<file path="config.mk">
export PLATFORM = sky130hd
export DESIGN_NAME = bbl_host_ctrl
export DESIGN_NICKNAME = d
export VERILOG_FILES = /design/src/logic/bbl_pkg.sv /design/src/logic/bbl_host_ctrl.sv /design/src/logic/bbl_timer.sv
export SDC_FILE = /design/constraint.sdc
export NUM_CORES = 1
export LEC_CHECK = 0
export BUFFER_PORTS_ARGS = -buffer_cell sky130_fd_sc_hd__buf_2
export CORE_UTILIZATION = 30
export CTS_BUF_LIST = sky130_fd_sc_hd__clkbuf_4
export DETAILED_ROUTE_END_ITERATION = 16
export PLACE_DENSITY = 0.54
export SYNTH_ARGS = -nofsm -noshare
export SYNTH_HDL_FRONTEND = slang
export SYNTH_SLANG_ARGS = --single-unit
</file>
<file path="constraint.sdc">
create_clock -name core_clk -period 2.4 [get_ports core_clk]
set_input_delay 0.48 -clock core_clk [delete_from_list [all_inputs] [get_ports core_clk]]
set_output_delay 0.48 -clock core_clk [all_outputs]
set_load 0.05 [all_outputs]
</file>
<file path="src/logic/bbl_pkg.sv">
// Package: pin bundles, timing constants and states for the boot block loader host controller
`default_nettype none
package bbl_pkg;

  // Clock and timing
  localparam int unsigned CLK_PERIOD_NS      = 40;
  localparam int unsigned RESET_WIDTH_NS     = 22;
  localparam int unsigned RESET_CYCLES       = (RESET_WIDTH_NS + CLK_PERIOD_NS - 1) / CLK_PERIOD_NS;
  localparam int unsigned DOWNLOAD_MAX_US    = 1000;
  localparam int unsigned DOWNLOAD_CYCLES    = (DOWNLOAD_MAX_US * 1000) / CLK_PERIOD_NS;
  localparam int unsigned STROBE_WIDTH_NS    = 130;
  localparam int unsigned STROBE_CYCLES      = (STROBE_WIDTH_NS + CLK_PERIOD_NS - 1) / CLK_PERIOD_NS;
  localparam int unsigned RECOVER_NS         = 11;
  localparam int unsigned RECOVER_CYCLES     = (RECOVER_NS + CLK_PERIOD_NS - 1) / CLK_PERIOD_NS;

  // Window geometry
  localparam int unsigned ADDR_W             = 13;
  localparam int unsigned BOOT_BYTES         = 512;
  localparam int unsigned BOOT_ALIAS_STRIDE  = 13'h200;
  localparam logic [12:0] HIGH_BOOT_BASE     = 13'h1800;

  // Memory-side pin group toward the device
  typedef struct packed {
    logic        ce_n;
    logic        oe_n;
    logic        we_n;
    logic [12:0] addr;
    logic [7:0]  dout;
    logic        dout_oe_n;
  } mem_pins_s;

  // Host-side request
  typedef struct packed {
    logic        write;
    logic [12:0] addr;
    logic [7:0]  wdata;
  } host_req_s;

  typedef enum logic [2:0] {
    ST_RESET,
    ST_WAIT_BUSY,
    ST_IDLE,
    ST_STROBE,
    ST_RECOVER
  } ctl_state_e;

endpackage
`default_nettype wire

</file>
<file path="src/logic/bbl_host_ctrl.sv">
// Host controller that resets the flash disk, waits for its download and runs byte-wide cycles
//
// Functional notes
// - The host holds the device reset input low from its own reset and then releases it.
// - Without a busy pin the host waits a fixed delay covering the whole download before any access.
// - The host makes no access before the download has completed or its download wait has run out.
// - Strobes drive the device clock, so each strobe edge is made exactly once and cleanly.
`timescale 1ns/1ps
`default_nettype none
module bbl_host_ctrl
  import bbl_pkg::*;
#(
  parameter int unsigned DOWNLOAD_WAIT = DOWNLOAD_CYCLES
)
(
  // Clock and reset
  input  wire logic                core_clk,
  input  wire logic                arst_n,
  // Configuration
  input  wire logic                busy_pin_present,
  input  wire logic [1:0]          cascade_position,
  // Host request port
  input  wire logic                req_valid,
  input  wire bbl_pkg::host_req_s  req,
  output logic                     req_ready,
  output logic                     rsp_valid,
  output logic [7:0]               rsp_rdata,
  output logic                     device_ready,
  output logic                     download_timeout,
  // Device pins
  output logic                     host_reset_in_n,
  input  wire logic                busy_n,
  output bbl_pkg::mem_pins_s       pins,
  input  wire logic [7:0]          read_data
);

  import bbl_pkg::*;

  // ------------------------------------------------------------
  // State and registers
  // ------------------------------------------------------------
  ctl_state_e  state_r;
  ctl_state_e  state_nxt;
  mem_pins_s   pins_r;
  mem_pins_s   pins_nxt;
  host_req_s   cur_r;
  logic        rst_out_r;
  logic        ready_r;
  logic        timeout_r;
  logic        rsp_valid_r;
  logic [7:0]  rdata_r;

  logic        tmr_load;
  logic [15:0] tmr_value;
  logic        tmr_expired;

  bbl_timer u_timer (
    .core_clk   (core_clk),
    .arst_n     (arst_n),
    .load       (tmr_load),
    .load_value (tmr_value),
    .expired    (tmr_expired)
  );

  // ------------------------------------------------------------
  // Decode
  // ------------------------------------------------------------
  wire busy_done   = busy_pin_present ? busy_n : 1'b0;
  wire wait_over   = busy_done || tmr_expired;
  wire take_req    = (state_r == ST_IDLE) && req_valid;
  wire strobe_done = (state_r == ST_STROBE) && tmr_expired;
  wire recov_done  = (state_r == ST_RECOVER) && tmr_expired;
  wire [12:0] idle_addr = {cascade_position, 11'h000};

  assign req_ready        = (state_r == ST_IDLE);
  assign rsp_valid        = rsp_valid_r;
  assign rsp_rdata        = rdata_r;
  assign device_ready     = ready_r;
  assign download_timeout = timeout_r;
  assign host_reset_in_n  = rst_out_r;
  assign pins             = pins_r;

  // ------------------------------------------------------------
  // Next state
  // ------------------------------------------------------------
  always_comb
  begin
    state_nxt = state_r;
    tmr_load  = 1'b0;
    tmr_value = 16'h0000;
    pins_nxt  = pins_r;
    unique case (state_r)
      ST_RESET:
      begin
        if (tmr_expired)
        begin
          state_nxt = ST_WAIT_BUSY;
          tmr_load  = 1'b1;
          tmr_value = 16'(DOWNLOAD_WAIT);
        end
      end
      ST_WAIT_BUSY:
      begin
        if (wait_over)
        begin
          // Park the address on this chip's window base
          state_nxt     = ST_IDLE;
          pins_nxt.addr = idle_addr;
        end
      end
      ST_IDLE:
      begin
        if (take_req)
        begin
          state_nxt          = ST_STROBE;
          tmr_load           = 1'b1;
          tmr_value          = 16'(STROBE_CYCLES);
          pins_nxt.ce_n      = 1'b0;
          pins_nxt.oe_n      = req.write;
          pins_nxt.we_n      = !req.write;
          pins_nxt.addr      = req.addr;
          pins_nxt.dout      = req.wdata;
          pins_nxt.dout_oe_n = !req.write;
        end
      end
      ST_STROBE:
      begin
        if (tmr_expired)
        begin
          state_nxt     = ST_RECOVER;
          tmr_load      = 1'b1;
          tmr_value     = 16'(RECOVER_CYCLES);
          pins_nxt.ce_n = 1'b1;
          pins_nxt.oe_n = 1'b1;
          pins_nxt.we_n = 1'b1;
        end
      end
      ST_RECOVER:
      begin
        if (tmr_expired)
        begin
          state_nxt          = ST_IDLE;
          pins_nxt.dout_oe_n = 1'b1;
        end
      end
    endcase
  end

  // ------------------------------------------------------------
  // Registers
  // ------------------------------------------------------------
  always_ff @(posedge core_clk or negedge arst_n)
  begin
    if (!arst_n)
    begin
      state_r     <= ST_RESET;
      pins_r      <= '{ce_n: 1'b1, oe_n: 1'b1, we_n: 1'b1, addr: 13'h0000, dout: 8'h00, dout_oe_n: 1'b1};
      cur_r       <= '0;
      rst_out_r   <= 1'b0;
      ready_r     <= 1'b0;
      timeout_r   <= 1'b0;
      rsp_valid_r <= 1'b0;
      rdata_r     <= 8'h00;
    end
    else
    begin
      state_r     <= state_nxt;
      pins_r      <= pins_nxt;
      rst_out_r   <= (state_nxt != ST_RESET);
      ready_r     <= (state_nxt != ST_RESET) && (state_nxt != ST_WAIT_BUSY);
      rsp_valid_r <= strobe_done && !cur_r.write;
      if ((state_r == ST_WAIT_BUSY) && !busy_done && tmr_expired)
        timeout_r <= 1'b1;
      if (take_req)
        cur_r <= req;
      if (strobe_done && !cur_r.write)
        rdata_r <= read_data;
    end
  end
endmodule
`default_nettype wire

</file>
<file path="src/logic/bbl_timer.sv">
// Down counter used for download timeout, strobe width and recovery time
`timescale 1ns/1ps
`default_nettype none
module bbl_timer
  import bbl_pkg::*;
(
  // Clock and reset
  input  wire logic        core_clk,
  input  wire logic        arst_n,
  // Control
  input  wire logic        load,
  input  wire logic [15:0] load_value,
  // Status
  output logic             expired
);

  logic [15:0] count_r;
  logic [15:0] count_nxt;

  assign count_nxt = load ? load_value : ((count_r != 16'h0000) ? count_r - 16'h0001 : count_r);
  // Status comes from the register alone, so callers may load on it without a loop
  assign expired   = (count_r == 16'h0000);

  always_ff @(posedge core_clk or negedge arst_n)
  begin
    if (!arst_n)
      count_r <= 16'h0000;
    else
      count_r <= count_nxt;
  end

endmodule
`default_nettype wire

</file>
# Word-level counts from Yosys, hierarchy flattened
# Index checks and enable logic that the tools add are counted.
[classes]
add_sub_neg = 1
eq_ne = 9
n_mux = 23
reduce_logical = 23
[op_table]
columns = ["operator", "n"]
rows = [
  ["$pmux W15 S3", 1],
  ["$mux W16", 2],
  ["$pmux W13 S2", 1],
  ["$mux W25", 1],
  ["$mux W3", 7],
  ["$logic_not A16 Y1", 1],
  ["$reduce_bool A16 Y1", 1],
  ["$sub A16 B1 Y16 const B", 1],
  ["$mux W15", 1],
  ["$pmux W3 S5", 1],
  ["$mux W13", 1],
  ["$reduce_and A3 Y1", 3],
  ["$reduce_bool A2 Y1", 4],
  ["$eq A3 B2 Y1 const B", 2],
  ["$logic_and A1 B1 Y1", 6],
  ["$ne A2 B2 Y1 const B", 3],
  ["$pmux W3 S2", 1],
  ["$mux W1", 5],
  ["$pmux W1 S2", 2],
  ["$eq A3 B1 Y1 const B", 1],
  ["$eq A3 B3 Y1 const B", 1],
  ["$logic_not A1 Y1", 3],
  ["$logic_not A3 Y1", 1],
  ["$ne A3 B1 Y1 const B", 1],
  ["5 further kinds", 5],
]
[totals]
reg_bits = 57
input_bits = 37
elab_cells = 70

# Longest topological paths before layout
# Gate-level depths: netlist (run 1).
[depth]
depth_word = 6
depth_mapped = 8
ltp_nobuf = 7

# Modules after synthesis
# Synthesis (run 1) repeated with hierarchy kept, for this count alone.
[hier_totals]
cells_unflattened = 270
area_unflattened_um2 = 2688.8
[modules_own_cells]
columns = ["mod", "n_inst", "cells_per_inst", "area_per_inst_um2"]
rows = [
  ["bbl_host_ctrl", 1, 166, 1729.2],
  ["bbl_timer", 1, 104, 959.7],
]

# Worst setup path before layout (run 1)
# Ideal clock, no wire load.
[synth_timing]
kind = "register to register"
start = "register u_timer.count_r[0]"
end = "register rdata_r[0] (netlist: rsp_rdata[0])"
setup_time_ns = 0.125
arrival_time_ns = 2.036
required_time_ns = 2.275
path_slack_ns = 0.239
path_stages_with_launch = 7
cell_sequence = "dfrtp_1 > inv_1 > ha_1 > or4b_4 > nand4b_4 > nor3_4 > mux2_4"
[synth_via]
elab_chain_cells = 3
[synth_lines]
columns = ["item", "line", "text"]
rows = [
  ["start, declared", "bbl_timer.sv:17", "logic [15:0] count_r;"],
  ["start signal, assigned", "bbl_timer.sv:29", "count_r <= count_nxt;"],
  ["$logic_not A16 Y1", "bbl_timer.sv:22", "assign expired = (count_r == 16'h0000);"],
  ["$logic_and A1 B1 Y1", "bbl_host_ctrl.sv:71", "wire strobe_done = (state_r == ST_STROBE) && tmr_expired;"],
  ["$logic_and A1 B1 Y1", "bbl_host_ctrl.sv:176", "if (strobe_done && !cur_r.write)"],
  ["end signal, assigned", "bbl_host_ctrl.sv:177", "rdata_r <= read_data;"],
  ["end, declared", "bbl_host_ctrl.sv:51", "logic [7:0] rdata_r;"],
]
# Every way passes these cells.
# A chain may end at the register's enable or synchronous reset.

# Worst setup path after layout (run 1)
[layout_timing]
start = "register u_timer.count_r[1]"
end = "register pins_r, in the netlist pins[20]"
[layout_via]
elab_chain_cells = 4
[layout_lines]
columns = ["item", "line", "text"]
rows = [
  ["$logic_not A16 Y1", "bbl_timer.sv:22", ""],
  ["$logic_or A1 B1 Y1", "bbl_host_ctrl.sv:69", "wire wait_over = busy_done || tmr_expired;"],
  ["$ne A2 B2 Y1 (no source line)", "--", ""],
  ["$reduce_and A3 Y1 (no source line)", "--", ""],
  ["end signal, assigned", "bbl_host_ctrl.sv:157", "pins_r <= '{ce_n: 1'b1, oe_n: 1'b1, we_n: 1'b1, addr: 13'h0000, dout: 8'h00, dout_oe_n: 1'b1};"],
  ["end signal, assigned", "bbl_host_ctrl.sv:168", "pins_r <= pins_nxt;"],
  ["end, declared", "bbl_host_ctrl.sv:44", "mem_pins_s pins_r;"],
]
# Every way passes these cells.

==> key figures, run 1 <==
Timing
  • Fin crit period: about 2.2 ns
  • Hold Vio Cnt, Final: 0
  • Pins Over Slew Limit: 0
  • Worst hold margin: around 0.10 ns
  • Worst Tran Pin Value: approximately 0.66 ns
  • TNS Setup: 0 ns
  • Max_slew headroom: 0.561
  • Final period util: 0.932
  • F_max: roughly 0.45 GHz
  • RSZ-0062 raised after global routing: no
  • Clock Skew: ~0.017 ns
  • Setup violators final: 0

Clocking
  • Clk buf depth: 2
  • H-tree lvl count: 3
  • Clock latency on the worst-skew pair: ~0.39 ns
  • Post-CTS setup buffers: 0
  • Cts repair resizes: 0
  • TritonCTS clock tree: done
  • TritonCTS Buffers: 9
  • CTS Hold Bufs: 0
  • Clk pin slew, worst setup/hold paths: approximately 0.10 ns
  • Clock sinks: between 50 and 60
  • Clock root buffer: clkbuf_4

Synthesis
  • Async SR Flop Fraction: 1.00
  • Synth Register Bits: 57
  • Synth area leaders: dfrtp_1, nand2_1, mux2_4
  • Synth cell types: 43
  • Seq/Total Area, Yosys: 0.543
  • Yosys warns: 0
  • EDFF count, synth: 0
  • Syn Std Cell Area: 2640 µm²
  • Post-synth top area cell: dfrtp_1
  • Post-synth top flop: dfrtp_1
  • Post-Syn Instances: 264
  • Mean Syn Cell Area: between 9 and 10 µm²
  • Top cell type's share of synthesized area: 0.503
  • Syn Nets: roughly 300

Power
  • Internal power consumption: around 0.0012 W
  • Peak supply drop: between 0.2 and 0.25 mV
  • Sw Pwr: 0.000380 W
  • Leakage: around 1.7 nW
  • PwrDens: just under 500 nW/µm²
  • Logic pwr share: 0.036
  • Switching share of power: 0.238
  • Flop pwr share: 0.603
  • Clk pwr share: 0.361
  • Tot Pwr: ~0.0016 W

Die
  • Ports: between 70 and 80
  • Overall die width: around 96 µm
  • Placeable core area: around 8300 µm²
  • Die height: around 96 µm
  • Num rows: 33
  • Initial Util: 0.316
  • Die ar.: between 9000 and 10,000 µm²

Layout
  • Layout area overhead: 25.1%
  • Non-Filler Instances: between 400 and 500
  • Filler cell count: roughly 860
  • Finished Cell Area: between 3000 and 4000 µm²
  • Commonest non-fill, non-tap cells in the layout: buf_2, nand2_1, dfrtp_1, nor2_1, nand3_1
  • Commonest non-fill, non-tap cell in the layout: buf_2
  • Fraction of layout cells with a size suffix above 1: 0.336
  • Nets@finish: 388
  • Diode count: 0
  • Sequential Area: ~1400 µm²
  • Multi-input gate area: 1150 µm²

Critical path
  • Path type of the worst setup path: flop to flop
  • Worst R2R Path Depth: 7
  • Origin of the critical flop-to-flop path: u_timer.count_r[1]
  • Reg2reg end: pins[20]
  • Max FO, Critical Path: 5
  • Worst reg-to-reg setup slack: ~0.16 ns
  • Critical Path RT: roughly 2.7 ns
  • Crit end category: flop
  • Crit path launch type: flop
  • Critical Path AT: between 2 and 3 ns

Place
  • Routability Congestion: between 0.8 and 0.9
  • IO Port Bufs: between 70 and 80
  • Post-DP HPWL: approximately 4400 µm
  • Dpl cells: roughly 440
  • Dpl cell area: 3190 µm²

GRT
  • Initial antenna violation count: 0
  • Number of global-route vias before repair: roughly 2,100
  • Largest net degree at the start of global routing: 32
  • Aggregate global-route resource usage: 0.149
  • Grt ovf: 0
  • First-pass GRT wire length: roughly 10,000 µm

Routing
  • Iteration-0 DRC Markers: 125
  • DRC viols: 0
  • Final ANT Viol Nets: 0
  • Pre-antenna DRT Iters: 4
  • DR WL/cell: 13.6 µm
  • Via count: about 2,100
  • Via density: 4.68
  • Post-Route WL: between 6000 and 7000 µm

Run
  • Max Cap Viol: 0

Run status
  • Status: finished, final reports clean

Hold path
  • HP Class: input port to async pin
[Yosys cell counts (3+ instances only)]
library cell,number
o21ai_0,6
xnor2_1,6
nand2_1,71
dfrtp_1,53
clkbuf_1,10
mux2_4,8
nand3_1,16
nor3_1,7
and3_1,3
inv_1,3
nand4_1,4
xor2_1,6
o21ai_1,3
and2_1,4
dfstp_2,4
nor2_1,22
a21oi_1,6
[worst max-delay path by stage]
stage	startpoint	to	slack [ns]	depth (start not counted)
final	u_timer.count_r[1]	pins[20]	0.16	7
after global routing	u_timer.count_r[1]	pins[20]	0.02	7
after CTS	u_timer.count_r[0]	pins[20]	0.16	7
after detailed placement	u_timer.count_r[0]	pins[21]	0.17	7
after global placement	u_timer.count_r[0]	pins[20]	0.23	7
after floorplan	u_timer.count_r[0]	rsp_rdata[0]	0.24	6
[critical path, cell delays in order, from the launching register on]
cell and delay, ns:
dfrtp_1 0.43, inv_1 0.10, ha_1 0.13, or4b_4 0.48, and4b_1 0.37, o21ai_1 0.16
and3_1 0.21, a221o_1 0.25
[power by group through the flow]
stage | Clock, W | Sequential, W | Combinational, W
5_1_grt | 0.000652 | 0.000960 | 0.0000649
2_1_floorplan | 0 | 0.000979 | 0.00000369
3_5_place_dp | 0 | 0.000979 | 0.0000589
6_report | 0.000575 | 0.000960 | 0.0000566
3_3_place_gp | 0 | 0.000979 | 0.0000589
4_1_cts | 0.000612 | 0.000960 | 0.0000592
[flip-flops by register name, indices dropped and copies added (netlist names)]
register	cells
device_ready	1
state_r	3
rsp_rdata	8
download_timeout	1
cur_r	1
pins	25
u_timer.count_r	16
host_reset_in_n	1
rsp_valid	1
[metal layers]
| metal | global-route usage | vias to the layer above | wire length [µm] |
|---|---|---|---|
| met3 | 0.0513 | 5 | 406 |
| met2 | 0.217 | 62 | 2720 |
| met4 | 0.0522 | 0 | 40 |
| met5 | 0 | - | 0 |
| met1 | 0.207 | 1007 | 3080 |
| li1 | - | 1072 | - |
[stage by stage]
step / utilization / worst slack (ns)
2_1_floorplan: - / 0.239
3_3_place_gp: 0.382 / 0.228
3_5_place_dp: 0.382 / 0.167
4_1_cts: 0.395 / 0.157
5_1_grt: 0.395 / 0.0214
6_report: 0.395 / 0.164
[cell type report]
| type | instances | share of cell area |
|---|---|---|
| clock inverters | 5 | 0.00721 |
| clock buffers | 11 | 0.0251 |
| multi-input cells | 193 | 0.349 |
| repair buffers | 85 | 0.141 |
| flip-flops and latches | 57 | 0.434 |
| inverters | 3 | 0.00342 |
| well taps | 105 | 0.0399 |
[cell families (layout without fill, tap and decap cells)]
logic type,after synthesis,count (layout),synth area share
AND/OR/NAND/NOR,141,141,0.264
flip-flops,57,57,0.543
AO/OA/AOI/OAI,30,30,0.0769
buffers and inverters,14,104,0.0204
XOR/XNOR,12,12,0.0399
multiplexers,8,8,0.0456
adder cells (fa/ha/maj),2,2,0.00950
Note: power is estimated with default switching activity, not from simulation.
==> run 2, diff against run 1 <==
SYNTH_HIERARCHICAL = 1   (was not set)
==> key figures, run 2 <==
Power
  • Tot Pwr: 0.00382 W (+140%)
  • Flop pwr share: 0.403 (-0.200)
  • Switching share of power: 0.434 (+0.196)
  • PwrDens: 1040 nW/µm² (+120%)
  • Leakage: 1.84 nW (+6.7%)
  • Logic pwr share: 0.419 (+0.383)
  • Peak supply drop: 0.520 mV (+150%)
  • Internal power consumption: 0.00216 W (+78%)
  • Sw Pwr: 0.00166 W (+340%)
  • Clk pwr share: 0.178 (-0.183)

Synthesis
  • Synth area leaders: dfrtp_1, nand2_1, mux2_2
  • Yosys warns: 6 (+6)
  • EDFF count, synth: 0 (unchanged)
  • Async SR Flop Fraction: 1.00 (unchanged)
  • Post-synth top area cell: dfrtp_1
  • Synth cell types: 45 (+4.7%)
  • Mean Syn Cell Area: 9.96 µm² (-0.23%)
  • Post-Syn Instances: 270 (+2.3%)
  • Post-synth top flop: dfrtp_1
  • Cell with the most instances after synthesis: nand2_1
  • Seq/Total Area, Yosys: 0.532 (-0.0109)
  • Syn Std Cell Area: 2690 µm² (+2.0%)
  • Post-synth top cells: nand2_1, dfrtp_1, o21ai_0, nor2_1, mux2_2
  • Synth Register Bits: 57 (unchanged)
  • Top cell type's share of synthesized area: 0.493 (-0.0101)

Die
  • Die ar.: 9350 µm² (+2.0%)
  • Placeable core area: 8680 µm² (+4.1%)
  • Ports: 75 (unchanged)
  • Overall die width: 96.7 µm (+0.99%)
  • Die height: 96.7 µm (+0.99%)
  • Initial Util: 0.310 (-0.00610)
  • Num rows: 34 (+3.0%)

Layout
  • Max FFs per register: 25 (unchanged)
  • Diode count: 0 (unchanged)
  • Sequential Area: 1430 µm² (unchanged)
  • Multi-input gate area: 1280 µm² (+11%)
  • Commonest non-fill, non-tap cell in the layout: buf_2
  • Filler cell count: 883 (+2.2%)
  • Layout area overhead: 36.8%
  • Nets@finish: 421 (+8.5%)
  • Commonest non-fill, non-tap cells in the layout: buf_2, nand2_1, dfrtp_1, buf_4, o21ai_0
  • Fraction of layout cells with a size suffix above 1: 0.420 (+0.0839)

Clocking
  • Clk pin slew, worst setup/hold paths: 0.10 ns (about the same)
  • H-tree lvl count: 3 (unchanged)
  • Clk buf depth: 2 (unchanged)
  • TritonCTS Buffers: 9 (unchanged)
  • Clock latency on the worst-skew pair: 0.39 ns (about the same)
  • Clock root buffer: clkbuf_4
  • Clock sinks: 57 (unchanged)
  • TritonCTS clock tree: done

GRT
  • Aggregate global-route resource usage: 0.137 (-0.0126)
  • Grt ovf: 0 (unchanged)
  • First-pass GRT wire length: 10,500 µm (+1.8%)
  • Largest net degree at the start of global routing: 58 (+81%)
  • Number of global-route vias before repair: 2,327 (+13%)
  • Initial antenna violation count: 0 (unchanged)

Routing
  • Via density: 4.65 (-0.65%)
  • Pre-antenna DRT Iters: 4 (unchanged)
  • DRC viols: 0 (unchanged)
  • Final ANT Viol Nets: 0 (unchanged)
  • DR WL/cell: 12.5 µm (-8.1%)
  • Via count: 2,304 (+7.4%)
  • Post-Route WL: 6210 µm (-0.66%)
  • Iteration-0 DRC Markers: 102 (-18%)

Critical path
  • Max FO, Critical Path: 9 (+4)
  • Crit path launch type: flop
  • Crit end category: flop
  • Worst path slowest cell: dfrtp_1
  • Origin of the critical flop-to-flop path: u_timer/count_r[0]
  • Worst R2R Path Depth: 11 (+4)
  • CP Launch Point: u_timer/count_r[0]
  • Worst reg-to-reg setup slack: 0.03 ns (-0.13 ns)
  • Critical path, cell by cell: inv_2 > ha_4 > or3b_4 > nand4b_4 > nor2_8 > mux2i_2 > o21a_1 > nor2_2 > buf_6 > clkinv_8 > mux2_2
  • Max incr delay on CP: 0.40 ns (-0.08 ns)
  • Reg2reg end: u_timer/count_r[1]
  • Path type of the worst setup path: flop to flop
  • Critical Path AT: 2.64 ns (+0.13 ns)
  • Critical Path RT: 2.67 ns (about the same)

Hold path
  • HP Class: input port to async pin

Timing
  • Setup violators final: 0 (unchanged)
  • Pins Over Slew Limit: 0 (unchanged)
  • TNS Setup: 0 ns (unchanged)
  • Clock Skew: 0.00939 ns (-0.00778 ns)
  • Hold Vio Cnt, Final: 0 (unchanged)
  • Final period util: 0.986 (+0.0548)
  • F_max: 0.422 GHz (-5.6%)
  • RSZ-0062 raised after global routing: yes
  • Fin crit period: 2.37 ns (+0.131 ns)

Place
  • Post-DP HPWL: 4210 µm (-4.0%)
  • Routability Congestion: 0.793 (-3.2%)
  • IO Port Bufs: 74 (unchanged)

Run status
  • Status: finished, final reports clean

Run
  • Max Cap Viol: 0 (unchanged)
## run 2: cell types whose count changed after synthesis, moves of 6 or more
cell,previous run,this run
xor2_1,6,0
mux2_4,8,0
mux2_2,0,11
nor2_1,22,13
buf_2,1,8
nand3_1,16,3
clkbuf_1,10,4
o21ai_0,6,21
## run 2: logic make-up after synthesis
logic type	count (synthesis)	synth area share
AO/OA/AOI/OAI	51	0.119
XOR/XNOR	8	0.0261
adder cells (fa/ha/maj)	1	0.00465
buffers and inverters	20	0.0330
flip-flops	57	0.532
multiplexers	14	0.0572
other	1	0.00139
AND/OR/NAND/NOR	118	0.226
## run 2: worst max path at each step
stage / endpoint
floorplan: u_timer/count_r[14]
global placement: u_timer/count_r[1]
detailed placement: u_timer/count_r[1]
CTS: u_timer/count_r[1]
global route: u_timer/count_r[14]
finish: u_timer/count_r[1]
## run 2: per-stage QoR
stage	std cells	setup slack (ns)	hold slack, ns	utilization	cell area [µm²]
3_3_place_gp	468	0.0101	0.452	0.390	3380
2_1_floorplan	277	-0.244	0.184	-	2780
6_report	496	0.0328	0.0741	0.424	3680
5_1_grt	496	-0.0549	0.0899	0.424	3680
3_5_place_dp	468	-0.0699	0.454	0.390	3380
4_1_cts	489	0.00193	0.0639	0.411	3560
## run 2: critical path, delay by kind of cell (launching register included)
kind | cells | cell delay (ns)
muxes | 2 | 0.36
adders and majority gates | 1 | 0.13
buffers and inverters | 3 | 0.34
DFF | 1 | 0.40
AOI/OAI and AO/OA | 1 | 0.19
and+or+nand+nor | 4 | 0.84
## run 2: final cells by class
type	instances	area share
timing repair buffer	106	0.178
inverter	7	0.0105
sequential	57	0.389
timing repair inverter	1	0.00238
clock inverter	6	0.0160
clock buffer	10	0.0204
multi-input combinational	201	0.347
tap	108	0.0367
## run 2: timing repair
| action | 4_1_cts | 5_1_grt |
|---|---|---|
| pin swaps | 1 | 7 |
| cloned | 0 | 2 |
| gates resized for setup | 2 | 15 |
| buffers inserted | 5 | 6 |
| hold buffers | 0 | 0 |
| endpoints found under the setup margin | 4 | 27 |
## run 2: power by group through the flow
stage                     logic (W)  registers [W]  clock network (W)
final                       0.00160        0.00154           0.000680
after global routing        0.00173        0.00158           0.000749
after CTS                   0.00157        0.00153           0.000707
after detailed placement    0.00158        0.00154                  0
after global placement      0.00156        0.00154                  0
after floorplan            0.000544        0.00211                  0
## run 2: per-layer routing
metal  track usage  vias to the layer above  share of wire
met4        0.0608                        0          0.018
met1         0.180                     1090           0.48
met3        0.0383                       12          0.056
met5             0                        -              0
met2         0.210                       58           0.44
li1              -                     1144              -
==> run 3, diff against run 2 <==
CELL_PAD_IN_SITES_DETAIL_PLACEMENT = 1   (was not set)
CELL_PAD_IN_SITES_GLOBAL_PLACEMENT = 1   (was not set)
PLACE_DENSITY = 0.66   (was 0.54)
==> key figures, run 3 (synthesis gave the netlist of run 2 again) <==
Power
  • Tot Pwr: 0.00391 W (+2.4%)
  • Leakage: 1.82 nW (-0.95%)
  • PwrDens: 1070 nW/µm² (+2.7%)
  • Peak supply drop: 0.568 mV (+9.2%)

Timing
  • Fin crit period: 2.40 ns (+0.0310 ns)
  • Worst Tran Pin Value: around 0.55 ns
  • Hold Vio Cnt, Final: 0 (unchanged)
  • Worst hold margin: 0.0364 ns (-0.0377 ns)
  • TNS Setup: 0 ns (unchanged)
  • Clock Skew: 0.0193 ns (+0.00992 ns)
  • RSZ-0062 raised after global routing: yes
  • Setup violators final: 0 (unchanged)
  • Pins Over Slew Limit: 0 (unchanged)
  • Final period util: 0.999 (+0.0129)
  • Fin worst setup slack: 0.00185 ns (-0.0310 ns)
  • F_max: 0.417 GHz (-1.3%)
  • Max_slew headroom: 0.634

GRT
  • Grt ovf: 0 (unchanged)
  • Initial antenna violation count: 0 (unchanged)
  • Largest net degree at the start of global routing: 27 (-53%)
  • First-pass GRT wire length: 12,000 µm (+15%)
  • Number of global-route vias before repair: 2,440 (+4.9%)
  • Aggregate global-route resource usage: 0.160 (+0.0235)

Layout
  • Fraction of layout cells with a size suffix above 1: 0.418 (-0.00192)
  • Max FFs per register: 25 (unchanged)
  • Diode count: 0 (unchanged)
  • Nets@finish: 418 (-0.71%)
  • Filler cell count: 1,037 (+17%)
  • Layout area overhead: 36.5%
  • Commonest non-fill, non-tap cell in the layout: buf_2
  • Commonest non-fill, non-tap cells in the layout: buf_2, nand2_1, dfrtp_1, buf_4, o21ai_0

Place
  • Routability Congestion: 0.759 (-4.3%)
  • Dpl ws: -0.0384 ns (+0.0315 ns)
  • IO Port Bufs: 74 (unchanged)
  • Post-DP HPWL: 4990 µm (+19%)

Routing
  • Via count: 2,334 (+1.3%)
  • Via density: 4.73 (+1.9%)
  • Final ANT Viol Nets: 0 (unchanged)
  • Post-Route WL: 7110 µm (+15%)
  • DR WL/cell: 14.4 µm (+15%)
  • Iteration-0 DRC Markers: 91 (-11%)
  • DRC viols: 0 (unchanged)
  • Pre-antenna DRT Iters: 4 (unchanged)

Critical path
  • Crit path launch type: flop
  • Crit end category: flop
  • Critical Path RT: 2.69 ns (+0.02 ns)
  • Max FO, Critical Path: 9 (unchanged)
  • Critical Path AT: 2.69 ns (+0.05 ns)
  • Path type of the worst setup path: flop to flop

Die
  • Placeable core area: 8680 µm² (unchanged)
  • Die ar.: 9350 µm² (unchanged)
  • Ports: 75 (unchanged)
  • Die height: 96.7 µm (unchanged)
  • Initial Util: 0.310 (unchanged)
  • Num rows: 34 (unchanged)
  • Overall die width: 96.7 µm (unchanged)

Clocking
  • TritonCTS Buffers: 9 (unchanged)
  • CTS Hold Bufs: 0 (unchanged)
  • Clock latency on the worst-skew pair: 0.41 ns (+0.02 ns)
  • Clock root buffer: clkbuf_4
  • Clk pin slew, worst setup/hold paths: 0.12 ns (+0.02 ns)
  • Clock sinks: 57 (unchanged)
  • Clk buf depth: 2 (unchanged)
  • TritonCTS clock tree: done
  • H-tree lvl count: 3 (unchanged)

Run
  • Max Cap Viol: 0 (unchanged)

Hold path
  • HP Class: input port to async pin

Run status
  • Status: finished, final reports clean
==> run 3: path summary, 6_finish.rpt <==
check                           slack, ns               start                   to  cells after the start
worst max-delay path                0.002  u_timer/count_r[0]  u_timer/count_r[10]                     11
worst min-delay path                 0.04              arst_n         rsp_rdata[3]                      1
worst max register to register      0.002  u_timer/count_r[0]  u_timer/count_r[10]                     11
worst min register to register       0.47            pins[24]             pins[24]                      2
max in group asynchronous            1.71              arst_n             pins[24]                      2
min in group core_clk                0.26              req[1]              pins[2]                      3
==> run 3: per-stage QoR <==
step,cell area (µm²),std cells,utilization
3_3_place_gp,3370,467,0.389
6_report,3670,493,0.423
2_1_floorplan,2780,277,-
5_1_grt,3670,493,0.423
3_5_place_dp,3370,467,0.389
4_1_cts,3560,487,0.410
==> run 3: area by class of cell <==
type                    count  area, µm²  share of cell area
clock buffers               9       67.6              0.0184
repair inverters            1       11.3             0.00307
well taps                 108        135              0.0368
flip-flops and latches     57       1430               0.390
repair buffers            103        637               0.174
multi-input cells         201       1270               0.346
clock inverters             7       78.8              0.0215
inverters                   7       38.8              0.0106
==> run 3: timing repair <==
action                     in CTS  in global routing
resized for setup               3                 14
setup endpoints to repair       5                 22
cloned                          2                  1
setup buffers                   2                  6
pin swaps                       1                  5
==> run 3: worst max-delay path, cell delays in order (launching register included) <==
cell	delay, ns
dfrtp_1	0.40
inv_2	0.08
ha_4	0.14
or3b_4	0.37
nand4b_4	0.22
nor2_8	0.16
mux2i_2	0.09
o21a_1	0.19
nor2_2	0.11
buf_6	0.17
clkinv_8	0.09
mux2_2	0.27
==> run 3: metal layers <==
layer	GRT usage	routed length, µm
met3	0.0412	370
met2	0.255	3420
met4	0.0631	53
met1	0.209	3270
met5	0	0
==> run 3: where the power goes <==
part           switching (W)  total (W)  internal (W)  leakage [nW]
Clock               0.000405   0.000728      0.000323        0.0687
Combinational        0.00108    0.00165      0.000566          1.04
Sequential          0.000253    0.00154       0.00129         0.710
